$ cat src/logic/etc_consts.svh
// Constants of the eight-bit timer/counter block.
// Assumes it is included by the bench and the module by its bare name.
// Behaviour
// - Source select zero counts instruction cycles.
// - Count write holds counting for two cycles.
// - Source select one counts external input edges.
// - Edge select zero rising, one falling.
// - Assign bit routes prescaler to timer or watchdog.
// - Ratio bits select 1:2 up to 1:256.
// - Prescaler count never visible to software.
// - Rollover from maximum to zero sets flag.
// - Interrupt request only while enable bit set.
// - Flag stays set until software clears it.
// - Sleep stops the timer completely.
// - Count source synchronised by two samples.
// - Count follows input change within bounded delay.
// - External input synchronised before division.
// - One shared eight-bit prescaler only.
// - Count write clears prescaler when assigned timer.
// - Watchdog clear clears prescaler when assigned watchdog.
`ifndef ETC_CONSTS_SVH
`define ETC_CONSTS_SVH
// ========================================================
// Register byte addresses (index times four).
`define ETC_IDX_COUNT   8'h01
`define ETC_IDX_INTC    8'h0B
`define ETC_IDX_OPTION  8'h81
`define ETC_IDX_PADIR   8'h85
`define ETC_ADDR_COUNT  10'h004
`define ETC_ADDR_INTC   10'h02C
`define ETC_ADDR_OPTION 10'h204
`define ETC_ADDR_PADIR  10'h214
// ========================================================
// Field positions and reset values.
`define ETC_BIT_CS      5
`define ETC_BIT_SE      4
`define ETC_BIT_PASSIGN 3
`define ETC_BIT_IE      5
`define ETC_BIT_IF      2
`define ETC_RST_OPTION  8'hFF
`define ETC_RST_PADIR   5'h1F
`define ETC_RST_BYTE    8'h00
`define ETC_MAX_COUNT   8'hFF
`define ETC_HOLD_CYC    2'h2
`define ETC_RESP_OKAY   2'h0
`define ETC_RESP_SLVERR 2'h2
`endif

$ cat src/logic/etc_pkg.sv
// Types shared by the timer/counter block.
// Assumes the constants header is available on the include path.
package etc_pkg;
   // AXI4-Lite write data beat carried as one bundle.
   typedef struct packed {
      logic [31:0] wdata;
      logic [3:0]  wstrb;
   } etc_wbeat_t;
   // Answer phase of the slave.
   typedef enum logic [1:0] {
      ETC_IDLE = 2'b00,
      ETC_RESP = 2'b01
   } etc_bst_t;
endpackage

$ cat src/logic/etc_timer.sv
// Eight-bit timer/counter with shared prescaler and AXI4-Lite registers.
// Assumes one clock ref_clk, sync reset srst, pin inputs asynchronous.
`timescale 1ns/100ps
`include "etc_consts.svh"
module etc_timer
   import etc_pkg::*;
(
   input  wire logic        ref_clk,
   input  wire logic        srst,
   input  wire logic        clk_en,
   input  wire logic        ext_count_input,
   input  wire logic        sleep_mode,
   input  wire logic        watchdog_clear_instruction,
   input  wire logic [9:0]  s_axi_awaddr,
   input  wire logic        s_axi_awvalid,
   output logic             s_axi_awready,
   input  wire logic [31:0] s_axi_wdata,
   input  wire logic [3:0]  s_axi_wstrb,
   input  wire logic        s_axi_wvalid,
   output logic             s_axi_wready,
   output logic [1:0]       s_axi_bresp,
   output logic             s_axi_bvalid,
   input  wire logic        s_axi_bready,
   input  wire logic [9:0]  s_axi_araddr,
   input  wire logic        s_axi_arvalid,
   output logic             s_axi_arready,
   output logic [31:0]      s_axi_rdata,
   output logic [1:0]       s_axi_rresp,
   output logic             s_axi_rvalid,
   input  wire logic        s_axi_rready,
   output logic             overflow_irq,
   output logic             watchdog_tick,
   output logic [7:0]       timer_count_o
);
   // ========================================================
   // Register state.
   logic [7:0] timer_count_r;   // Software visible count.
   logic [7:0] option_r;        // Source, edge, assign and ratio.
   logic       overflow_flag_r; // Sticky rollover flag.
   logic       overflow_irq_enable_r; // Interrupt mask bit.
   logic [5:0] intc_other_r;    // Remaining control bits, stored only.
   logic [4:0] padir_r;         // Port A direction, stored only.
   logic [7:0] presc_r;         // Shared prescaler, never readable.
   logic [1:0] hold_r;          // Cycles left of write hold.
   logic       ext_s1_r;        // First synchroniser stage.
   logic       ext_s2_r;        // Second synchroniser stage.
   logic       ext_s3_r;        // Previous synchronised level.

   // Bus handshake state.
   logic       aw_got_r;
   logic       w_got_r;
   logic [9:0] awaddr_r;
   etc_wbeat_t wbeat_r;
   etc_bst_t   bst_r;

   // ========================================================
   // Decode helpers.
   // Returns true when the byte enables cover the low byte.
   function automatic logic low_lane(input logic [3:0] strb);
      low_lane = strb[0];
   endfunction

   // Returns the prescaler bit that toggles at ratio 2^(code+1).
   function automatic logic ratio_tap(input logic [7:0] cnt,
                                      input logic [2:0] code);
      ratio_tap = cnt[code];
   endfunction

   // ========================================================
   // Write decode: both halves captured, then committed once.
   logic wr_fire;
   logic wr_count;
   logic wr_intc;
   logic wr_opt;
   logic wr_padir;
   logic wr_hit;
   assign wr_fire  = aw_got_r && w_got_r && (bst_r == ETC_IDLE);
   assign wr_hit   = wr_fire && low_lane(wbeat_r.wstrb);
   assign wr_count = wr_hit && (awaddr_r == `ETC_ADDR_COUNT);
   assign wr_intc  = wr_hit && (awaddr_r == `ETC_ADDR_INTC);
   assign wr_opt   = wr_hit && (awaddr_r == `ETC_ADDR_OPTION);
   assign wr_padir = wr_hit && (awaddr_r == `ETC_ADDR_PADIR);

   // ========================================================
   // Write channel capture; each half is taken when offered.
   always_ff @(posedge ref_clk)
   begin
      if (srst)
      begin
         aw_got_r      <= 1'b0;
         w_got_r       <= 1'b0;
         awaddr_r      <= 10'h000;
         wbeat_r       <= '0;
         s_axi_awready <= 1'b0;
         s_axi_wready  <= 1'b0;
      end
      else if (clk_en)
      begin
         // Ready is asserted for one cycle when the half is free.
         s_axi_awready <= !aw_got_r && s_axi_awvalid && !s_axi_awready;
         s_axi_wready  <= !w_got_r && s_axi_wvalid && !s_axi_wready;
         if (s_axi_awvalid && s_axi_awready)
         begin
            aw_got_r <= 1'b1;
            awaddr_r <= {s_axi_awaddr[9:2], 2'b00};
         end
         else if (wr_fire)
         begin
            aw_got_r <= 1'b0;
         end
         if (s_axi_wvalid && s_axi_wready)
         begin
            w_got_r <= 1'b1;
            wbeat_r <= '{wdata: s_axi_wdata, wstrb: s_axi_wstrb};
         end
         else if (wr_fire)
         begin
            w_got_r <= 1'b0;
         end
      end
   end

   // ========================================================
   // Write response; unmapped addresses answer with an error.
   always_ff @(posedge ref_clk)
   begin
      if (srst)
      begin
         bst_r        <= ETC_IDLE;
         s_axi_bvalid <= 1'b0;
         s_axi_bresp  <= `ETC_RESP_OKAY;
      end
      else if (clk_en)
      begin
         unique case (bst_r)
            ETC_IDLE:
            begin
               if (wr_fire)
               begin
                  bst_r        <= ETC_RESP;
                  s_axi_bvalid <= 1'b1;
                  s_axi_bresp  <= (awaddr_r == `ETC_ADDR_COUNT  ||
                                   awaddr_r == `ETC_ADDR_INTC   ||
                                   awaddr_r == `ETC_ADDR_OPTION ||
                                   awaddr_r == `ETC_ADDR_PADIR)
                                  ? `ETC_RESP_OKAY : `ETC_RESP_SLVERR;
               end
            end
            ETC_RESP:
            begin
               if (s_axi_bready)
               begin
                  bst_r        <= ETC_IDLE;
                  s_axi_bvalid <= 1'b0;
               end
            end
            default:
            begin
               bst_r <= ETC_IDLE;
            end
         endcase
      end
   end

   // ========================================================
   // Read channel; one cycle from address to data.
   // The prescaler has no address, so it cannot be read.
   always_ff @(posedge ref_clk)
   begin
      if (srst)
      begin
         s_axi_arready <= 1'b0;
         s_axi_rvalid  <= 1'b0;
         s_axi_rdata   <= 32'h0000_0000;
         s_axi_rresp   <= `ETC_RESP_OKAY;
      end
      else if (clk_en)
      begin
         s_axi_arready <= s_axi_arvalid && !s_axi_arready && !s_axi_rvalid;
         if (s_axi_arvalid && s_axi_arready)
         begin
            s_axi_rvalid <= 1'b1;
            s_axi_rresp  <= `ETC_RESP_OKAY;
            unique case ({s_axi_araddr[9:2], 2'b00})
               `ETC_ADDR_COUNT:  s_axi_rdata <= {24'h0, timer_count_r};
               `ETC_ADDR_INTC:   s_axi_rdata <= {24'h0, intc_other_r[5:4],
                                   overflow_irq_enable_r, intc_other_r[3:2],
                                   overflow_flag_r, intc_other_r[1:0]};
               `ETC_ADDR_OPTION: s_axi_rdata <= {24'h0, option_r};
               `ETC_ADDR_PADIR:  s_axi_rdata <= {27'h0, padir_r};
               default:
               begin
                  s_axi_rdata <= 32'h0000_0000;
                  s_axi_rresp <= `ETC_RESP_SLVERR;
               end
            endcase
         end
         else if (s_axi_rvalid && s_axi_rready)
         begin
            s_axi_rvalid <= 1'b0;
         end
      end
   end

   // ========================================================
   // Configuration registers.
   always_ff @(posedge ref_clk)
   begin
      if (srst)
      begin
         option_r              <= `ETC_RST_OPTION;
         padir_r               <= `ETC_RST_PADIR;
         overflow_irq_enable_r <= 1'b0;
         intc_other_r          <= 6'h00;
      end
      else if (clk_en)
      begin
         if (wr_opt)
         begin
            option_r <= wbeat_r.wdata[7:0];
         end
         if (wr_padir)
         begin
            padir_r <= wbeat_r.wdata[4:0];
         end
         if (wr_intc)
         begin
            overflow_irq_enable_r <= wbeat_r.wdata[`ETC_BIT_IE];
            intc_other_r <= {wbeat_r.wdata[7:6], wbeat_r.wdata[4:3],
                             wbeat_r.wdata[1:0]};
         end
      end
   end

   // ========================================================
   // Pin synchroniser; the first stage feeds only the second.
   always_ff @(posedge ref_clk)
   begin
      if (srst)
      begin
         ext_s1_r <= 1'b0;
         ext_s2_r <= 1'b0;
         ext_s3_r <= 1'b0;
      end
      else if (clk_en)
      begin
         ext_s1_r <= ext_count_input;
         ext_s2_r <= ext_s1_r;
         ext_s3_r <= ext_s2_r;
      end
   end

   // ========================================================
   // Event selection: instruction cycle or chosen pin edge.
   // A synchronous divider stands in for the ripple counter so that
   // no logic runs on the pin itself; the divided tap stays symmetric.
   logic ext_edge;
   logic src_evt;
   logic to_timer;
   logic presc_tick;
   logic tap_now;
   logic tap_next;
   assign to_timer = !option_r[`ETC_BIT_PASSIGN];
   assign ext_edge = option_r[`ETC_BIT_SE] ? (ext_s3_r && !ext_s2_r)
                                           : (!ext_s3_r && ext_s2_r);
   assign src_evt  = option_r[`ETC_BIT_CS] ? ext_edge : 1'b1;
   assign tap_now  = ratio_tap(presc_r, option_r[2:0]);
   assign tap_next = ratio_tap(presc_r + 8'h01, option_r[2:0]);
   // A tick is the falling edge of the selected divider bit.
   assign presc_tick = src_evt && tap_now && !tap_next;

   // ========================================================
   // Shared prescaler: timer source when assigned, else watchdog
   // instruction cycles; one counter for both users.
   always_ff @(posedge ref_clk)
   begin
      if (srst)
      begin
         presc_r       <= `ETC_RST_BYTE;
         watchdog_tick <= 1'b0;
      end
      else if (clk_en)
      begin
         watchdog_tick <= 1'b0;
         if (to_timer && wr_count)
         begin
            presc_r <= `ETC_RST_BYTE;
         end
         else if (!to_timer && watchdog_clear_instruction)
         begin
            presc_r <= `ETC_RST_BYTE;
         end
         else if (to_timer && !sleep_mode && src_evt)
         begin
            presc_r <= presc_r + 8'h01;
         end
         else if (!to_timer)
         begin
            presc_r  <= presc_r + 8'h01;
            watchdog_tick <= tap_now && !tap_next;
         end
      end
   end

   // ========================================================
   // Count register, hold after write, and sticky overflow flag.
   logic cnt_evt;
   logic rollover;
   assign cnt_evt  = to_timer ? presc_tick : src_evt;
   assign rollover = cnt_evt && !sleep_mode && (hold_r == 2'h0) &&
                     !wr_count && (timer_count_r == `ETC_MAX_COUNT);

   always_ff @(posedge ref_clk)
   begin
      if (srst)
      begin
         timer_count_r <= `ETC_RST_BYTE;
         hold_r        <= 2'h0;
      end
      else if (clk_en)
      begin
         if (wr_count)
         begin
            timer_count_r <= wbeat_r.wdata[7:0];
            hold_r        <= `ETC_HOLD_CYC;
         end
         else if (hold_r != 2'h0)
         begin
            hold_r <= hold_r - 2'h1;
         end
         else if (cnt_evt && !sleep_mode)
         begin
            timer_count_r <= timer_count_r + 8'h01;
         end
      end
   end

   // Hardware set wins over a software clear in the same cycle.
   always_ff @(posedge ref_clk)
   begin
      if (srst)
      begin
         overflow_flag_r <= 1'b0;
      end
      else if (clk_en)
      begin
         if (rollover)
         begin
            overflow_flag_r <= 1'b1;
         end
         else if (wr_intc)
         begin
            overflow_flag_r <= wbeat_r.wdata[`ETC_BIT_IF];
         end
      end
   end

   // Registered outputs.
   always_ff @(posedge ref_clk)
   begin
      if (srst)
      begin
         overflow_irq  <= 1'b0;
         timer_count_o <= `ETC_RST_BYTE;
      end
      else if (clk_en)
      begin
         overflow_irq  <= overflow_flag_r && overflow_irq_enable_r;
         timer_count_o <= timer_count_r;
      end
   end
endmodule // etc_timer
$ cat config.mk
export PLATFORM = sky130hd
export DESIGN_NAME = etc_timer
export DESIGN_NICKNAME = d
export VERILOG_FILES = /design/src/logic/etc_pkg.sv /design/src/logic/etc_timer.sv
export VERILOG_INCLUDE_DIRS = /design/src /design/src/logic
export SDC_FILE = /design/constraint.sdc
export NUM_CORES = 1
export LEC_CHECK = 0
export BUFFER_PORTS_ARGS = -buffer_cell sky130_fd_sc_hd__buf_2
export CAP_MARGIN = 20
export CORE_UTILIZATION = 35
export CTS_BUF_LIST = sky130_fd_sc_hd__clkbuf_8
export DETAILED_ROUTE_END_ITERATION = 6
export MAX_ROUTING_LAYER = met4
export PLACE_DENSITY_LB_ADDON = 0.2
export SLEW_MARGIN = 20
export SYNTH_ARGS = -nofsm -noshare
export SYNTH_HDL_FRONTEND = slang
export SYNTH_SLANG_ARGS = --single-unit
$ cat constraint.sdc
create_clock -name ref_clk -period 5.3 [get_ports ref_clk]
set_input_delay 0.53 -clock ref_clk [delete_from_list [all_inputs] [get_ports ref_clk]]
set_output_delay 0.53 -clock ref_clk [all_outputs]
set_load 0.05 [all_outputs]
==> summary.txt <==
Run status
  – Status: complete, no violations

Clock network
  – Root Buffer: clkbuf_8
  – Clock latency on the worst-skew pair: 0.37 ns
  – Post-CTS Hold Buffers: 0
  – Clock sinks: 86
  – H-tree level count: 3
  – Clk buf depth: 2
  – Num CTS Buffers: 9
  – Post-CTS Setup Inserts: 0
  – CTS tree: built
  – # resized after CTS: 0
  – CTS clk-pin slew, worst paths: 0.08 ns

Layout
  – P&R area growth vs syn: 9.52%
  – Multi-input logic area: 0.00235 mm²
  – Fin nets: 634
  – FF+latch area: 0.00172 mm²
  – Fraction of layout cells with a size suffix above 1: 0.157
  – Fillers: 1,280
  – N_diodes: 0
  – Final Cell Area: 0.00485 mm²

Synthesis
  – Yosys top cell area share: 0.389
  – Syn_area_per_cell: 8.44 µm²
  – Synth Cell Area: 0.00443 mm²
  – Largest area contributor in the netlist: dfxtp_1
  – Post-synthesis register bit count: 86
  – Asr flop ratio synth: 0
  – Synth Flop Type: dfxtp_1
  – Top cells by area, synth: dfxtp_1 39%, nand2_1 5.9%, mux2i_1 5.2%
  – Netlist cell types: 67
  – EDFF count, synth: 0
  – Post-synthesis sequential area ratio: 0.389
  – Synth Instances: 525
  – YS warnings: 0

Hold path
  – Hold path depth: 3
  – Min-Delay Path Class: input port to flip-flop

Timing
  – Min Tclk post-route: 2.69 ns
  – Fmax: 372 MHz
  – RSZ-0062 raised after global routing: no
  – TNS Setup: 0 ns
  – Final setup violation count: 0
  – Slew Limit Fails: 0
  – Clock Skew: 0.0114 ns
  – Tightest Pin Transition: 0.976 ns
  – Final Hold Fails: 0
  – Slew HR: 0.346
  – Final period util: 0.507

Detailed routing
  – DR DRC count: 0
  – Post-DR vias/cell: 5.11
  – Wirelength per Cell: 14.2 µm
  – ANT nets after route: 0
  – Final WL: 10,400 µm
  – Initial drt markers: 239
  – DR vias: 3,755
  – DR pass1 iterations: 5

Worst setup path
  – Class of the most critical setup path: flip-flop to flip-flop
  – Setup crit start kind: flip-flop
  – Setup crit end kind: flip-flop
  – R2R Setup Slk: 2.61 ns
  – CP Data Required Time: 5.53 ns
  – Worst setup path end: presc_r[6]
  – Worst path arrival time: 2.92 ns
  – Worst reg2reg startpoint: awaddr_r[6]
  – R2r worst-path depth: 6
  – Crit. Startpoint: awaddr_r[6]
  – R2R Path End: presc_r[6]
  – CP Max Fanout: 15

Floorplan
  – # IOs: 118
  – Die X: 114 µm
  – Die area: 0.0131 mm²
  – Core Area: 0.0122 mm²
  – DIE HEIGHT: 114 µm
  – Initial core utilization: 0.364
  – Num rows: 40

Global route
  – First-pass GRT wire length: 17,100 µm
  – Antenna violations before repair: 0
  – GRT Overall Usage: 0.173
  – Vias in the first global route: 3,416
  – Total gr overflow: 0
  – Largest net degree at the start of global routing: 55

Place
  – Port Buffer Count: 60
  – Routability Congestion: 0.793
  – Cell Area, Placed: 0.00465 mm²
  – HPWL after DPL: 7370 µm

Power and ir drop
  – Pwr/cell area: 261 mW/mm²
  – Leak: 1.95 nW
  – Max IR drop VDD: 0.183 mV

Job
  – Max-cap viol count: 0
## placed cells by master (no fill, tap or decap), types with 3 or more instances in the layout
| cell type | netlist | layout |
|---|---|---|
| inv_1 | 15 | 16 |
| nand3_1 | 24 | 24 |
| nor2_1 | 51 | 51 |
| a21o_1 | 5 | 5 |
| nor2b_1 | 7 | 7 |
| a31oi_1 | 7 | 7 |
| and3_1 | 5 | 5 |
| a2bb2oi_1 | 3 | 3 |
| conb_1 | 1 | 26 |
| clkbuf_8 | 3 | 9 |
| or4b_1 | 6 | 6 |
| xor2_1 | 4 | 4 |
| nor4_1 | 4 | 4 |
| ha_1 | 3 | 3 |
| nor3b_1 | 7 | 7 |
| dfxtp_1 | 86 | 86 |
| a222oi_1 | 8 | 8 |
| mux2i_1 | 23 | 23 |
| nand2b_1 | 7 | 7 |
| o21ai_0 | 10 | 10 |
| nand3b_1 | 3 | 3 |
| nor3_1 | 7 | 7 |
| and4_1 | 3 | 3 |
| nand2_1 | 70 | 70 |
| o31ai_1 | 3 | 3 |
| a211o_1 | 13 | 13 |
| nand4_1 | 3 | 3 |
| a21oi_1 | 41 | 41 |
| o2111ai_1 | 8 | 8 |
| buf_2 | 2 | 60 |
## worst max-delay path: stages (launching register included)
cell and delay, ns:
dfxtp_1 0.33, nor4b_2 0.51, nand4_1 0.67, o21ai_2 0.64, nor2_2 0.13, a22oi_1 0.22, nor2_1 0.06
## report_power, final
part	switching [mW]	internal (mW)	leakage, nW
clock	0.229	0.259	0.106
sequential	0.00725	0.653	0.695
combinational	0.0898	0.0268	1.15
## worst min-delay path by stage
stage                         start             end
global route        s_axi_awaddr[3]     awaddr_r[3]
floorplan               awaddr_r[2]     awaddr_r[2]
detailed placement   s_axi_rdata[3]  s_axi_rdata[3]
finish              s_axi_awaddr[3]     awaddr_r[3]
CTS                  s_axi_wdata[2]      wbeat_r[6]
global placement         padir_r[0]      padir_r[0]
## logic make-up (layout without fill, tap and decap cells)
kind of cell / count (synthesis) / count (layout) / share of synthesized area
AND/OR/NAND/NOR: 221 / 221 / 0.263
AO/OA/AOI/OAI: 111 / 111 / 0.172
flip-flops: 86 / 86 / 0.389
buffers and inverters: 74 / 91 / 0.103
multiplexers: 23 / 23 / 0.0520
XOR/XNOR: 6 / 6 / 0.0119
adder cells (fa/ha/maj): 3 / 3 / 0.00848
other: 1 / 26 / 0.000847
## cells in the mapped netlist, types with 10 or more instances
cell type	count
dfxtp_1	86
nand2_1	70
nor2_1	51
a21oi_1	41
buf_4	27
nand3_1	24
mux2i_1	23
clkbuf_1	15
inv_1	15
a211o_1	13
o21ai_0	10
## metrics by stage
stage	util	instances	worst slack (ns)	hold WS (ns)	power, mW
after floorplan	-	550	3.08	0.431	0.779
after global placement	0.382	721	2.63	0.443	0.790
after detailed placement	0.382	721	2.60	0.447	0.792
after CTS	0.399	735	2.60	0.375	1.29
after global routing	0.399	735	2.36	0.378	1.33
final	0.399	735	2.61	0.399	1.26
## sequential cells by signal, indices dropped and copies added (netlist names), 2 cells and up
signal	cells
hold_r	2
presc_r	8
padir_r	5
intc_other_r	6
s_axi_rdata	8
awaddr_r	8
option_r	8
wbeat_r	9
timer_count_o	8
timer_count_r	8
## routing by layer
| layer | share of wire | wire [µm] | GRT usage | vias to the layer above |
|---|---|---|---|---|
| met5 | 0 | 0 | - | - |
| met1 | 0.46 | 4780 | 0.210 | 1768 |
| li1 | - | - | - | 1902 |
| met2 | 0.50 | 5170 | 0.283 | 81 |
| met4 | 0.0055 | 57 | 0.0468 | 0 |
| met3 | 0.038 | 393 | 0.0455 | 4 |
## area by class of cell
type	count	share of cell area
clock buffers	9	0.0255
flip-flops and latches	86	0.355
well taps	168	0.0433
inverters	15	0.0116
repair buffers	62	0.0650
clock inverters	5	0.0160
multi-input cells	390	0.484
No activity file was read; power rests on OpenSTA's default activity.
